`config.mk`:
```
export PLATFORM = sky130hd
export DESIGN_NAME = dacbuf_host
export DESIGN_NICKNAME = d
export VERILOG_FILES = /design/src/hw/dacbuf_pkg.sv /design/src/hw/dacbuf_host.sv /design/src/hw/dacbuf_timer.sv
export SDC_FILE = /design/constraint.sdc
export NUM_CORES = 1
export LEC_CHECK = 0
export BUFFER_PORTS_ARGS = -buffer_cell sky130_fd_sc_hd__buf_2
export CAP_MARGIN = 15
export CELL_PAD_IN_SITES_DETAIL_PLACEMENT = 0
export CELL_PAD_IN_SITES_GLOBAL_PLACEMENT = 1
export CORE_MARGIN = 5
export CORE_UTILIZATION = 48
export DETAILED_ROUTE_END_ITERATION = 8
export PLACE_DENSITY = 0.86
export SYNTH_ARGS = -nofsm -noshare
export SYNTH_HDL_FRONTEND = slang
export SYNTH_HIERARCHICAL = 1
export SYNTH_SLANG_ARGS = --single-unit
```
`constraint.sdc`:
```
create_clock -name clk_in -period 5.17 [get_ports clk_in]
set_input_delay 0.517 -clock clk_in [delete_from_list [all_inputs] [get_ports clk_in]]
set_output_delay 0.517 -clock clk_in [all_outputs]
set_load 0.02 [all_outputs]
```
`src/hw/dacbuf_pkg.sv`:
```
// Package for the converter input-latch host controller
package dacbuf_pkg;
	localparam int unsigned DACBUF_WORD_W = 16;
	localparam int unsigned DACBUF_BYTE_W = 8;
	localparam int unsigned DACBUF_MSB = 15;
	localparam int unsigned DACBUF_HIGH_LSB = 8;
	localparam int unsigned DACBUF_SER_BITS = 16;
	localparam int unsigned DACBUF_CLK_MHZ = 50;
	localparam int unsigned DACBUF_SETUP_NS = 100;
	localparam int unsigned DACBUF_STROBE_NS = 100;
	localparam int unsigned DACBUF_SETUP_CYC = (DACBUF_SETUP_NS * DACBUF_CLK_MHZ + 999) / 1000;
	localparam int unsigned DACBUF_STROBE_CYC = (DACBUF_STROBE_NS * DACBUF_CLK_MHZ + 999) / 1000;
	localparam logic [7:0] DACBUF_SETUP_CNT = 8'(DACBUF_SETUP_CYC);
	localparam logic [7:0] DACBUF_STROBE_CNT = 8'(DACBUF_STROBE_CYC);
	localparam logic [15:0] DACBUF_ZERO_WORD = 16'h0000;
	localparam logic [15:0] DACBUF_MSB_FLIP = 16'h8000;
	localparam logic [1:0] DACBUF_MODE_WORD = 2'h0;
	localparam logic [1:0] DACBUF_MODE_BYTE = 2'h1;
	localparam logic [1:0] DACBUF_MODE_SERIAL = 2'h2;

	typedef enum logic [2:0] {
		DACBUF_IDLE = 3'h0,
		DACBUF_SETUP = 3'h1,
		DACBUF_STROBE = 3'h3,
		DACBUF_GAP = 3'h2,
		DACBUF_XFER = 3'h6,
		DACBUF_CLEAR = 3'h7
	} dacbuf_state_t;

	typedef struct packed {
		logic [15:0] word;
		logic [1:0] mode;
		logic unipolar;
	} dacbuf_req_t;

	typedef struct packed {
		logic write_n;
		logic select_n;
		logic input_latch_enable_n;
		logic dac_register_enable_n;
		logic low_byte_latch_n;
		logic high_byte_latch_n;
		logic dac_transfer_enable_n;
		logic clear_n;
	} dacbuf_ctl_t;
endpackage

```
`src/hw/dacbuf_host.sv`:
```
// Host controller driving the double-buffered converter input latches
`timescale 1ns/10ps
// Function
// - Low register enable moves latch into converter
// - Low input enable loads parallel pins
// - Word pin 15 is MSB, 0 LSB
// - Unipolar: host inverts MSB before sending
// - Byte enables load bytes, third transfers
// - Both byte enables low selects serial
module dacbuf_host (
	input wire logic clk_in,
	input wire logic rst_n_in,
	input wire logic req_valid_in,
	input wire dacbuf_pkg::dacbuf_req_t req_in,
	input wire logic clear_req_in,
	output logic req_ready_out,
	output logic done_out,
	output logic [15:0] data_out,
	output dacbuf_pkg::dacbuf_ctl_t ctl_out
);
	import dacbuf_pkg::*;

	typedef struct packed {
		dacbuf_state_t state;
		logic [15:0] word;
		logic [1:0] mode;
		logic [1:0] phase;
		logic [4:0] bits_left;
		logic ready;
		logic done;
		logic [15:0] data;
		dacbuf_ctl_t ctl;
		logic load;
		logic [7:0] count;
	} dacbuf_host_t;

	localparam dacbuf_ctl_t CTL_IDLE = '{1'b1, 1'b1, 1'b1, 1'b1, 1'b1, 1'b1, 1'b1, 1'b1};

	dacbuf_host_t st_reg, st_next;
	logic tmr_done;

	dacbuf_timer u_timer (
		.clk_in(clk_in),
		.rst_n_in(rst_n_in),
		.load_in(st_reg.load),
		.count_in(st_reg.count),
		.done_out(tmr_done)
	);

	always_comb begin
		st_next = st_reg;
		st_next.done = 1'b0;
		st_next.load = 1'b0;
		case (st_reg.state)
			DACBUF_IDLE: begin
				st_next.ctl = CTL_IDLE;
				st_next.ready = 1'b1;
				if (clear_req_in && st_reg.ready) begin
					st_next.ready = 1'b0;
					st_next.ctl.clear_n = 1'b0;
					st_next.load = 1'b1;
					st_next.count = DACBUF_STROBE_CNT;
					st_next.state = DACBUF_CLEAR;
				end else if (req_valid_in && st_reg.ready) begin
					st_next.ready = 1'b0;
					// Two's complement passes as is, unipolar flips MSB
					st_next.word = req_in.unipolar ? (req_in.word ^ DACBUF_MSB_FLIP) :
						req_in.word;
					st_next.mode = req_in.mode;
					st_next.phase = 2'h0;
					st_next.bits_left = 5'(DACBUF_SER_BITS);
					st_next.load = 1'b1;
					st_next.count = DACBUF_SETUP_CNT;
					st_next.state = DACBUF_SETUP;
				end
			end
			DACBUF_SETUP: begin
				st_next.ctl.write_n = 1'b1;
				case (st_reg.mode)
					DACBUF_MODE_BYTE: begin
						// Low byte first, then high byte on the same pins
						st_next.data = {8'h00, (st_reg.phase == 2'h0) ?
							st_reg.word[DACBUF_HIGH_LSB-1:0] :
							st_reg.word[DACBUF_MSB:DACBUF_HIGH_LSB]};
					end
					DACBUF_MODE_SERIAL: begin
						// MSB first on pin 0
						st_next.data = {15'h0000, st_reg.word[DACBUF_MSB]};
					end
					default: begin
						st_next.data = st_reg.word;
					end
				endcase
				if (tmr_done) begin
					st_next.ctl.write_n = 1'b0;
					st_next.ctl.select_n = (st_reg.mode == DACBUF_MODE_WORD);
					case (st_reg.mode)
						DACBUF_MODE_BYTE: begin
							st_next.ctl.low_byte_latch_n = (st_reg.phase != 2'h0);
							st_next.ctl.high_byte_latch_n = (st_reg.phase == 2'h0);
						end
						DACBUF_MODE_SERIAL: begin
							st_next.ctl.low_byte_latch_n = 1'b0;
							st_next.ctl.high_byte_latch_n = 1'b0;
						end
						default: begin
							st_next.ctl.input_latch_enable_n = 1'b0;
						end
					endcase
					st_next.load = 1'b1;
					st_next.count = DACBUF_STROBE_CNT;
					st_next.state = DACBUF_STROBE;
				end
			end
			DACBUF_STROBE: begin
				if (tmr_done) begin
					st_next.ctl = CTL_IDLE;
					st_next.load = 1'b1;
					st_next.count = DACBUF_SETUP_CNT;
					st_next.state = DACBUF_SETUP;
					if (st_reg.mode == DACBUF_MODE_SERIAL) begin
						st_next.ctl.select_n = 1'b0;
						st_next.ctl.low_byte_latch_n = 1'b0;
						st_next.ctl.high_byte_latch_n = 1'b0;
						st_next.word = {st_reg.word[DACBUF_MSB-1:0], 1'b0};
						st_next.bits_left = st_reg.bits_left - 5'h01;
						if (st_reg.bits_left == 5'h01) begin
							st_next.ctl = CTL_IDLE;
							st_next.state = DACBUF_GAP;
						end
					end else if (st_reg.mode == DACBUF_MODE_BYTE && st_reg.phase == 2'h0) begin
						st_next.phase = 2'h1;
					end else begin
						st_next.state = DACBUF_GAP;
					end
				end
			end
			DACBUF_GAP: begin
				if (tmr_done) begin
					st_next.ctl.write_n = 1'b0;
					if (st_reg.mode == DACBUF_MODE_WORD) begin
						st_next.ctl.dac_register_enable_n = 1'b0;
					end else begin
						st_next.ctl.select_n = 1'b0;
						st_next.ctl.dac_transfer_enable_n = 1'b0;
					end
					st_next.load = 1'b1;
					st_next.count = DACBUF_STROBE_CNT;
					st_next.state = DACBUF_XFER;
				end
			end
			DACBUF_XFER: begin
				if (tmr_done) begin
					st_next.ctl = CTL_IDLE;
					st_next.done = 1'b1;
					st_next.state = DACBUF_IDLE;
				end
			end
			DACBUF_CLEAR: begin
				if (tmr_done) begin
					st_next.ctl = CTL_IDLE;
					st_next.done = 1'b1;
					st_next.state = DACBUF_IDLE;
				end
			end
			default: begin
				st_next.ctl = CTL_IDLE;
				st_next.state = DACBUF_IDLE;
			end
		endcase
	end

	always_ff @(posedge clk_in or negedge rst_n_in) begin
		if (!rst_n_in) begin
			st_reg <= '0;
			st_reg.ctl <= CTL_IDLE;
			st_reg.state <= DACBUF_IDLE;
		end else begin
			st_reg <= st_next;
		end
	end

	assign req_ready_out = st_reg.ready;
	assign done_out = st_reg.done;
	assign data_out = st_reg.data;
	assign ctl_out = st_reg.ctl;
endmodule

```
`src/hw/dacbuf_timer.sv`:
```
// Cycle counter that pulses done after a loaded count
`timescale 1ns/10ps
module dacbuf_timer (
	input wire logic clk_in,
	input wire logic rst_n_in,
	input wire logic load_in,
	input wire logic [7:0] count_in,
	output logic done_out
);
	typedef struct packed {
		logic [7:0] cnt;
		logic run;
		logic done;
	} dacbuf_tmr_t;
	dacbuf_tmr_t st_reg, st_next;
	always_comb begin
		st_next = st_reg;
		st_next.done = 1'b0;
		if (load_in) begin
			st_next.cnt = count_in;
			st_next.run = 1'b1;
		end else if (st_reg.run) begin
			if (st_reg.cnt <= 8'h01) begin
				st_next.run = 1'b0;
				st_next.done = 1'b1;
			end else begin
				st_next.cnt = st_reg.cnt - 8'h01;
			end
		end
	end
	always_ff @(posedge clk_in or negedge rst_n_in) begin
		if (!rst_n_in) begin
			st_reg <= '0;
		end else begin
			st_reg <= st_next;
		end
	end
	assign done_out = st_reg.done;
endmodule

```
# Yosys cells after proc, flatten, opt, wreduce, memory -nomap -nowiden
# Cells that the tools add are included.
[totals]
register_bits = 73
inputBits = 23
elab_cells = 132
[op_classes]
addsub = 2
n_lt_le_gt_ge = 1
n_eq_ne = 24
n_mux = 53
n_bitwise = 5
reduce_logical = 26
[op_table]
columns = ["op", "count"]
rows = [
  ["$pmux 16 s2", 2],
  ["$mux 9", 4],
  ["$reduce_and 5->1", 7],
  ["$mux 16", 2],
  ["$mux 29", 1],
  ["$pmux 9 s3", 1],
  ["$mux 25", 1],
  ["$mux 8", 3],
  ["$mux 7", 3],
  ["$mux 19", 1],
  ["$mux 3", 6],
  ["$ne 2x2->1 const B", 9],
  ["$mux 17", 1],
  ["$pmux 1 s4", 4],
  ["$pmux 2 s4", 2],
  ["$pmux 3 s5", 1],
  ["$mux 2", 7],
  ["$pmux 7 s2", 1],
  ["$mux 1", 10],
  ["$mux 10", 1],
  ["$ne 2x1->1 const B", 5],
  ["$reduce_and 3->1", 3],
  ["$le 8x1->1 const B", 1],
  ["$sub 8x1->8 const B", 1],
  ["other kinds (20)", 34],
]

# Depth between registers and ports, before layout
# Gate-level depths: netlist (run 1).
[logic_depth]
ltp_word = 6
depth_mapped = 7

# Hierarchy
# Netlist (run 1), hierarchy kept.
[by_module_without_submodules]
columns = ["mod", "instances", "cells_each", "area_each_um2", "seq_area_each_um2"]
rows = [
  ["dacbuf_host", 1, 302, 2869.0, 1386.3],
  ["dacbuf_timer", 1, 68, 659.4, 250.2],
]

# Least setup slack after synthesis (run 1)
# OpenSTA, ideal clock, no wires.
[synth_timing]
path_type = "register -> register"
startpoint = "register u_timer/st_reg[2] in the netlist's numbering"
endpoint = "register u_timer/st_reg[7] in the netlist's numbering"
arrival_time_ps = 1553
slack_ps = 3551
path_stages_with_launch = 6
cell_sequence = "dfrtp_1 inv_1 ha_1 or2_2 a2111oi_4 a221o_1"
[synth_between]
elab_chain_len = 4
word_cells_on_any_way = 7
cone_classes = "add/sub (1); order compare (1); eq/ne (1); mux (3); reduce/logical (1)"
[synth_rtl]
columns = ["element", "line", "source"]
rows = [
  ["from (decl)", "dacbuf_timer.sv:15", "dacbuf_tmr_t st_reg, st_next;"],
  ["from (signal assigned)", "dacbuf_timer.sv:35", "st_reg <= st_next;"],
  ["$sub 8x1->8", "dacbuf_timer.sv:27", "st_next.cnt = st_reg.cnt - 8'h01;"],
  ["$mux 8", "dacbuf_timer.sv:23", "if (st_reg.cnt <= 8'h01) begin"],
  ["$mux 10", "dacbuf_timer.sv:22", "end else if (st_reg.run) begin"],
  ["$mux 9", "dacbuf_timer.sv:19", "if (load_in) begin"],
]
# Several ways; a longest one is shown, not always the timed one. The select of a mux whose other input is x is not followed.
# A chain may end at the register's enable or synchronous reset.

# Worst setup path in the final report (run 1)
[layout_timing]
startpoint = "register st_reg[61] in the netlist's numbering"
endpoint = "register st_reg[59] in the netlist's numbering"
[layout_between]
elab_chain_len = 3
word_cells_on_any_way = 9
cone_classes = "eq/ne (5); mux (1); reduce/logical (3)"
[layout_rtl]
columns = ["element", "line", "source"]
rows = [
  ["from (decl)", "dacbuf_host.sv:39", "dacbuf_host_t st_reg, st_next;"],
  ["from (signal assigned)", "dacbuf_host.sv:179", "st_reg <= st_next;"],
  ["$eq 3x2->1 / $logic_not 3->1 (equally long branches)", "dacbuf_host.sv:54", "case (st_reg.state)"],
  ["$ne 2x2->1 (no source line), or another cell as far along", "n/a", ""],
  ["$reduce_and 5->1 (no source line)", "n/a", ""],
]
# Several ways; a longest one is shown, not always the timed one.

==> metrics.md, run 1 <==
| Metric | Value |
|---|---|
| Status | complete, no violations |
| Layout area overhead | 10.2% |
| First-pass GRT wire length | 12.3 mm |
| Max-Cap Viols | 0 |
| Tot Pwr | 2.17 mW |
| CTS Sinks | 65 |
| Reg-to-reg startpoint | st_reg[61]$_DFFE_PN0P_ |
| Hold WS | 337 ps |
| Drt pass-1 iters | 5 |
| Min Clock Period, post-route | 2000 ps |
| GP Congestion | 0.838 |
| Post-detailed-route count of antenna-violating nets | 0 |
| Setup bufs post-CTS | 0 |
| DIE AREA | 9170 um^2 |
| Async SR Flop Fraction | 1.00 |
| Worst Hold Class | input port to async pin |
| Syn Area/Cell | 9.54 um^2 |
| Layout Skew | 5.93 ps |
| Final Hold Viols | 0 |
| Drt wl/cell | 14.8 um |
| Synthesized cell area | 3530 um^2 |
| Clock-pin slew on the worst setup and hold paths | 70 ps |
| Die width | 95.7 um |
| Period utilisation layout | 0.387 |
| TritonCTS clock tree | done |
| Worst EP required | 5390 ps |
| DRC violations left | 0 |
| Initial antenna violation count | 0 |
| Largest register FFs | 29 |
| Ant. Diodes | 0 |
| VDD IR max | 353 uV |
| Crit-path max FO | 24 |
| Number of flops mapped to enable cells by yosys | 0 |
| Syn Inst Count | 370 |
| FF-to-FF path depth | 4 |
| Filler cells | 699 |
| Nets | 422 |
| Yosys cell types | 66 |
| Max Clk Rate | 500 MHz |
| R2r setup slk | 3170 ps |
| Num CTS Buffers | 9 |
| Share of layout cells above drive strength 1 | 0.224 |
| Synth Flop Type | dfrtp_1 |
| Largest net degree at the start of global routing | 66 |
| I/O Buffers | 48 |
| Actual slew at the worst max-slew pin | 815 ps |
| Initial Util | 0.489 |
| Hold_buf cts | 0 |
| Number of synthesized register bits | 65 |
| Slew margin rel. | 0.457 |
| Worst-case clock buffer depth | 2 |
| DR iter-0 viols | 171 |
| CP arrival | 2220 ps |
| Leak | 1.69 nW |
| Setup crit end kind | flip-flop |
| Sequential-to-total area share from yosys stat | 0.464 |
| Setup violators final | 0 |
| Die height | 95.7 um |
| Vias per inst | 5.34 |
| Critical R2R Capture | st_reg[59]$_DFFE_PN0P_ |
| Vias in the first global route | 2545 |
| Clock Tree Root | clkbuf_8 |
| GRT overflow | 0 |
| Pwr Density | 558 nW/um^2 |
| Worst-Skew Late Latency | 340 ps |
| Via count | 2648 |
| HPWL after detailed placement | 5.14 mm |
| Placed Instance Area | 3650 um^2 |
| Crit path launch type | flip-flop |
| Overall routing resource usage | 0.173 |
| Num rows | 31 |
| RSZ-0062 raised after global routing | no |
| Core Area | 7210 um^2 |
| H-Tree Depth | 3 |
| Io pins | 49 |
| Synth warn | 6 |
| Total length of routed wires | 7.34 mm |
| Critical path class | flip-flop to flip-flop |
| Final instance area | 3890 um^2 |
| Sum Neg Setup Slack | 0 ps |
| Slew Limit Fails | 0 |
| CTS resizes | 0 |
## layer usage
metal  GRT usage  vias to the layer above  part of all wire  routed length [um]
met4      0.0711                        0             0.015                 111
met3      0.0367                       13             0.044                 321
met5           0                        -                 0                   0
met1       0.234                     1241              0.47                3440
li1            -                     1342                 -                   -
met2       0.269                       52              0.47                3470
## logic make-up after synthesis
family / Yosys count / synth area share
other: 1 / 0.00106
buffers and inverters: 61 / 0.0975
muxes: 3 / 0.00922
and+or+nand+nor: 110 / 0.161
DFF: 65 / 0.464
AOI/OAI and AO/OA: 120 / 0.235
xor gates and xnor gates: 3 / 0.00745
adders and majority gates: 7 / 0.0248
## layout by cell type (no fill, tap or decap), types with 8 or more instances in the layout
master    instances
a22oi_1          23
a21oi_1          12
dfrtp_1          57
buf_2            48
nand2_1          44
a31oi_1           8
o21ai_0          22
inv_1            16
clkbuf_8          9
nand2b_1         12
o21ai_1          18
dfstp_2           8
nor2_1           19
## synth_stat cells, types with 7 or more instances
| library cell | instances | area (um^2) |
|---|---|---|
| nor2_1 | 19 | 71.3 |
| a21oi_1 | 12 | 60.1 |
| nand2b_1 | 12 | 75.1 |
| clkbuf_1 | 8 | 30.0 |
| dfstp_2 | 8 | 210 |
| o21ai_0 | 22 | 110 |
| o21ai_1 | 18 | 90.1 |
| a31oi_1 | 8 | 50.1 |
| buf_2 | 8 | 40.0 |
| ha_1 | 7 | 87.6 |
| a22oi_1 | 23 | 173 |
| buf_4 | 26 | 195 |
| nand2_1 | 44 | 165 |
| dfrtp_1 | 57 | 1430 |
| inv_1 | 16 | 60.1 |
## metrics by stage
step | util | std cells | setup slack (ps)
6_report | 0.539 | 496 | 3170
5_1_grt | 0.539 | 496 | 2930
4_1_cts | 0.539 | 496 | 3190
3_5_place_dp | 0.505 | 480 | 3200
3_3_place_gp | 0.505 | 480 | 3250
2_1_floorplan | - | 375 | 3550
## report_power, final
part           internal (mW)  switching [mW]  leakage, nW  total [mW]
Sequential             0.672           0.185        0.830       0.857
Clock                  0.320           0.206        0.115       0.526
Combinational          0.318           0.467        0.744       0.785
Total                   1.31           0.858         1.69        2.17
## critical path: stages, from the launching register on
cell,delay [ps]
dfrtp_1,800
nand3b_1,270
and2_1,420
a221oi_1,320
a21oi_1,60
## cell type report
cell class	instances	area, um^2	share of cell area
Clock buffer	9	124	0.0319
Clock inverter	7	119	0.0306
Sequential cell	65	1640	0.421
Timing Repair Buffer	50	255	0.0656
Multi-Input combinational cell	249	1570	0.403
Inverter	17	63.8	0.0164
Tap cell	99	124	0.0319
## worst max path at each step
stage / slack (ps) / startpoint / to / cells past startpoint
2_1_floorplan: 3550 / u_timer/st_reg[2]$_DFFE_PN0P_ / u_timer/st_reg[7]$_DFFE_PN0P_ / 5
3_3_place_gp: 3250 / st_reg[61]$_DFFE_PN0P_ / st_reg[59]$_DFFE_PN0P_ / 4
3_5_place_dp: 3200 / st_reg[61]$_DFFE_PN0P_ / st_reg[59]$_DFFE_PN0P_ / 4
4_1_cts: 3190 / st_reg[61]$_DFFE_PN0P_ / st_reg[59]$_DFFE_PN0P_ / 4
5_1_grt: 2930 / st_reg[61]$_DFFE_PN0P_ / st_reg[59]$_DFFE_PN0P_ / 4
6_report: 3170 / st_reg[61]$_DFFE_PN0P_ / st_reg[59]$_DFFE_PN0P_ / 4
Power figures use the tool's default switching activity.
==> inputs of run 2 (changes only) <==
CORE_UTILIZATION = 40   (was 48)
PLACE_DENSITY = 0.76   (was 0.86)
clock period = 1.75 ns   (was 5.17 ns; I/O delays follow)
==> metrics.md, run 2 (synthesis gave the netlist of run 1 again) <==
| Metric | Value |
|---|---|
| Largest net degree at the start of global routing | 52 (-21%) |
| Most common cell after layout, fill and taps aside | dfrtp_1 |
| H-Tree Depth | 3 (unchanged) |
| DIE AREA | 10800 um^2 (+18%) |
| Logic gate share of total power | 0.401 (+0.039) |
| GP Congestion | 0.830 (-0.87%) |
| DR iter-0 viols | 131 (-23%) |
| Crit path launch type | flip-flop |
| Worst EP required | 2040 ps (-3350 ps) |
| Tot Pwr | 6.48 mW (+200%) |
| Final Hold Viols | 0 (unchanged) |
| Setup bufs post-CTS | 0 (unchanged) |
| Worst-Skew Late Latency | 340 ps (about the same) |
| Seq pwr share | 0.378 (-0.017) |
| TritonCTS clock tree | done |
| DRC violations left | 0 (unchanged) |
| I/O Buffers | 48 (unchanged) |
| Overall routing resource usage | 0.141 (-0.0317) |
| Status | complete, no violations |
| Max Clk Rate | 607 MHz (+21%) |
| Period utilisation layout | 0.942 (+0.555) |
| VDD IR max | 441 uV (+25%) |
| HPWL after detailed placement | 5.46 mm (+6.3%) |
| CTS Sinks | 65 (unchanged) |
| Total length of routed wires | 7.59 mm (+3.4%) |
| Clock Tree Root | clkbuf_8 |
| Pwr Density | 1610 nW/um^2 (+190%) |
| Initial Util | 0.407 (-0.0825) |
| Crit-path max FO | 3 (-88%) |
| RSZ-0062 raised after global routing | no |
| Drt wl/cell | 14.6 um (-1.2%) |
| Io pins | 49 (unchanged) |
| Share of layout cells above drive strength 1 | 0.246 (+0.0216) |
| Ant. Diodes | 0 (unchanged) |
| Core Area | 8680 um^2 (+20%) |
| Switch Pwr | 2.53 mW (+190%) |
| Layout area overhead | 13.9% |
| Layout Skew | 10.5 ps (+4.54 ps) |
| Clk pwr share | 0.221 (-0.021) |
| Design internal power | 3.95 mW (+200%) |
| Initial antenna violation count | 0 (unchanged) |
| Vias in the first global route | 2699 (+6.1%) |
| Setup crit end kind | flip-flop |
| Die height | 104 um (+8.5%) |
| Sum Neg Setup Slack | 0 ps (unchanged) |
| Worst-case clock buffer depth | 2 (unchanged) |
| Nets | 436 (+3.3%) |
| Num rows | 34 (+9.7%) |
| Vias per inst | 5.29 (-1.0%) |
| Clock-pin slew on the worst setup and hold paths | 70 ps (about the same) |
| Largest register FFs | 29 (unchanged) |
| Die width | 104 um (+8.5%) |
| Worst Hold Class | input port to flip-flop |
| Max-Cap Viols | 0 (unchanged) |
| First-pass GRT wire length | 12.9 mm (+4.8%) |
| Drt pass-1 iters | 4 (-1) |
| Switching share of power | 0.390 (-0.00578) |
| Slew Limit Fails | 0 (unchanged) |
| Post-detailed-route count of antenna-violating nets | 0 (unchanged) |
| Leak | 1.77 nW (+4.6%) |
| Most frequent cells in the layout | 56 x dfrtp_1, 48 x buf_2, 44 x nand2_1 |
| Num CTS Buffers | 9 (unchanged) |
| GRT overflow | 0 (unchanged) |
| Min Clock Period, post-route | 1650 ps (-352 ps) |
| Critical path class | flip-flop to flip-flop |
| CP arrival | 1940 ps (-280 ps) |
| Via count | 2743 (+3.6%) |
| Setup violators final | 0 (unchanged) |
run 2: cell count changes in the layout (fill, tap and decap cells not counted), sizes merged:
cell,change
clkinv,-1
bufinv,-1
dlygate4sd3,+1
clkinvlp,-2
clkbuf,+4
buf,+13
run 2: timing repair:
action                                  4_1_cts  5_1_grt
hold buffers                                  1        0
gates resized for setup                       0        2
hold endpoints to repair                      6        0
endpoints found under the setup margin        0       11
run 2: per-layer routing:
layer	up-vias	track usage	wire length (um)
met1	1309	0.193	3650
met4	0	0.0564	155
met3	12	0.0329	309
met2	52	0.216	3470
li1	1370	-	-
met5	-	0	0
run 2: final cells by class:
cell class                 instances  area, um^2
fill                             846        4660
sequential                        65        1640
timing repair buffer              64         388
clock inverter                     3        65.1
clock buffer                      13         159
inverter                          17        63.8
tap                              108         135
multi-input combinational        249        1570
run 2: worst max-delay path, stage by stage, from the launching register on:
cell and delay [ps]:
dfrtp_1 390, inv_1 80, ha_1 140, or4b_4 470, and2_4 190, a31oi_1 170, o32a_1 160
run 2: worst paths after layout:
path | startpoint | end | slack, ps | depth (start not counted)
min in group asynchronous | rst_n_in | st_reg[62]$_DFFE_PN0P_ | 290 | 2
max reg2reg | st_reg[36]$_DFFE_PN0P_ | ctl_out[6]$_DFFE_PN1P_ | 100 | 6
max in group asynchronous | rst_n_in | u_timer/st_reg[2]$_DFFE_PN0P_ | 860 | 3
max | st_reg[36]$_DFFE_PN0P_ | ctl_out[6]$_DFFE_PN1P_ | 100 | 6
min | clear_req_in | ctl_out[0]$_DFFE_PN1P_ | 20 | 2
min reg2reg | data_out[7]$_DFFE_PN0P_ | data_out[7]$_DFFE_PN0P_ | 470 | 2
run 2: through the flow:
step | setup slack [ps] | utilization | instance area [um^2] | cells | hold WS [ps]
2_1_floorplan | 131 | - | 3550 | 375 | -121
3_3_place_gp | 114 | 0.436 | 3780 | 502 | 111
3_5_place_dp | 76.6 | 0.436 | 3780 | 502 | 118
4_1_cts | 70.4 | 0.463 | 4010 | 519 | 2.31
5_1_grt | 17.2 | 0.463 | 4020 | 519 | 9.35
6_report | 101 | 0.463 | 4020 | 519 | 20.1
run 2: power groups by stage:
stage	combinational [mW]	clock, mW	sequential (mW)
after global routing	2.88	1.54	2.52
after detailed placement	2.59	0	2.47
after CTS	2.60	1.48	2.45
final	2.60	1.43	2.45
after floorplan	2.11	0	2.36
after global placement	2.57	0	2.45
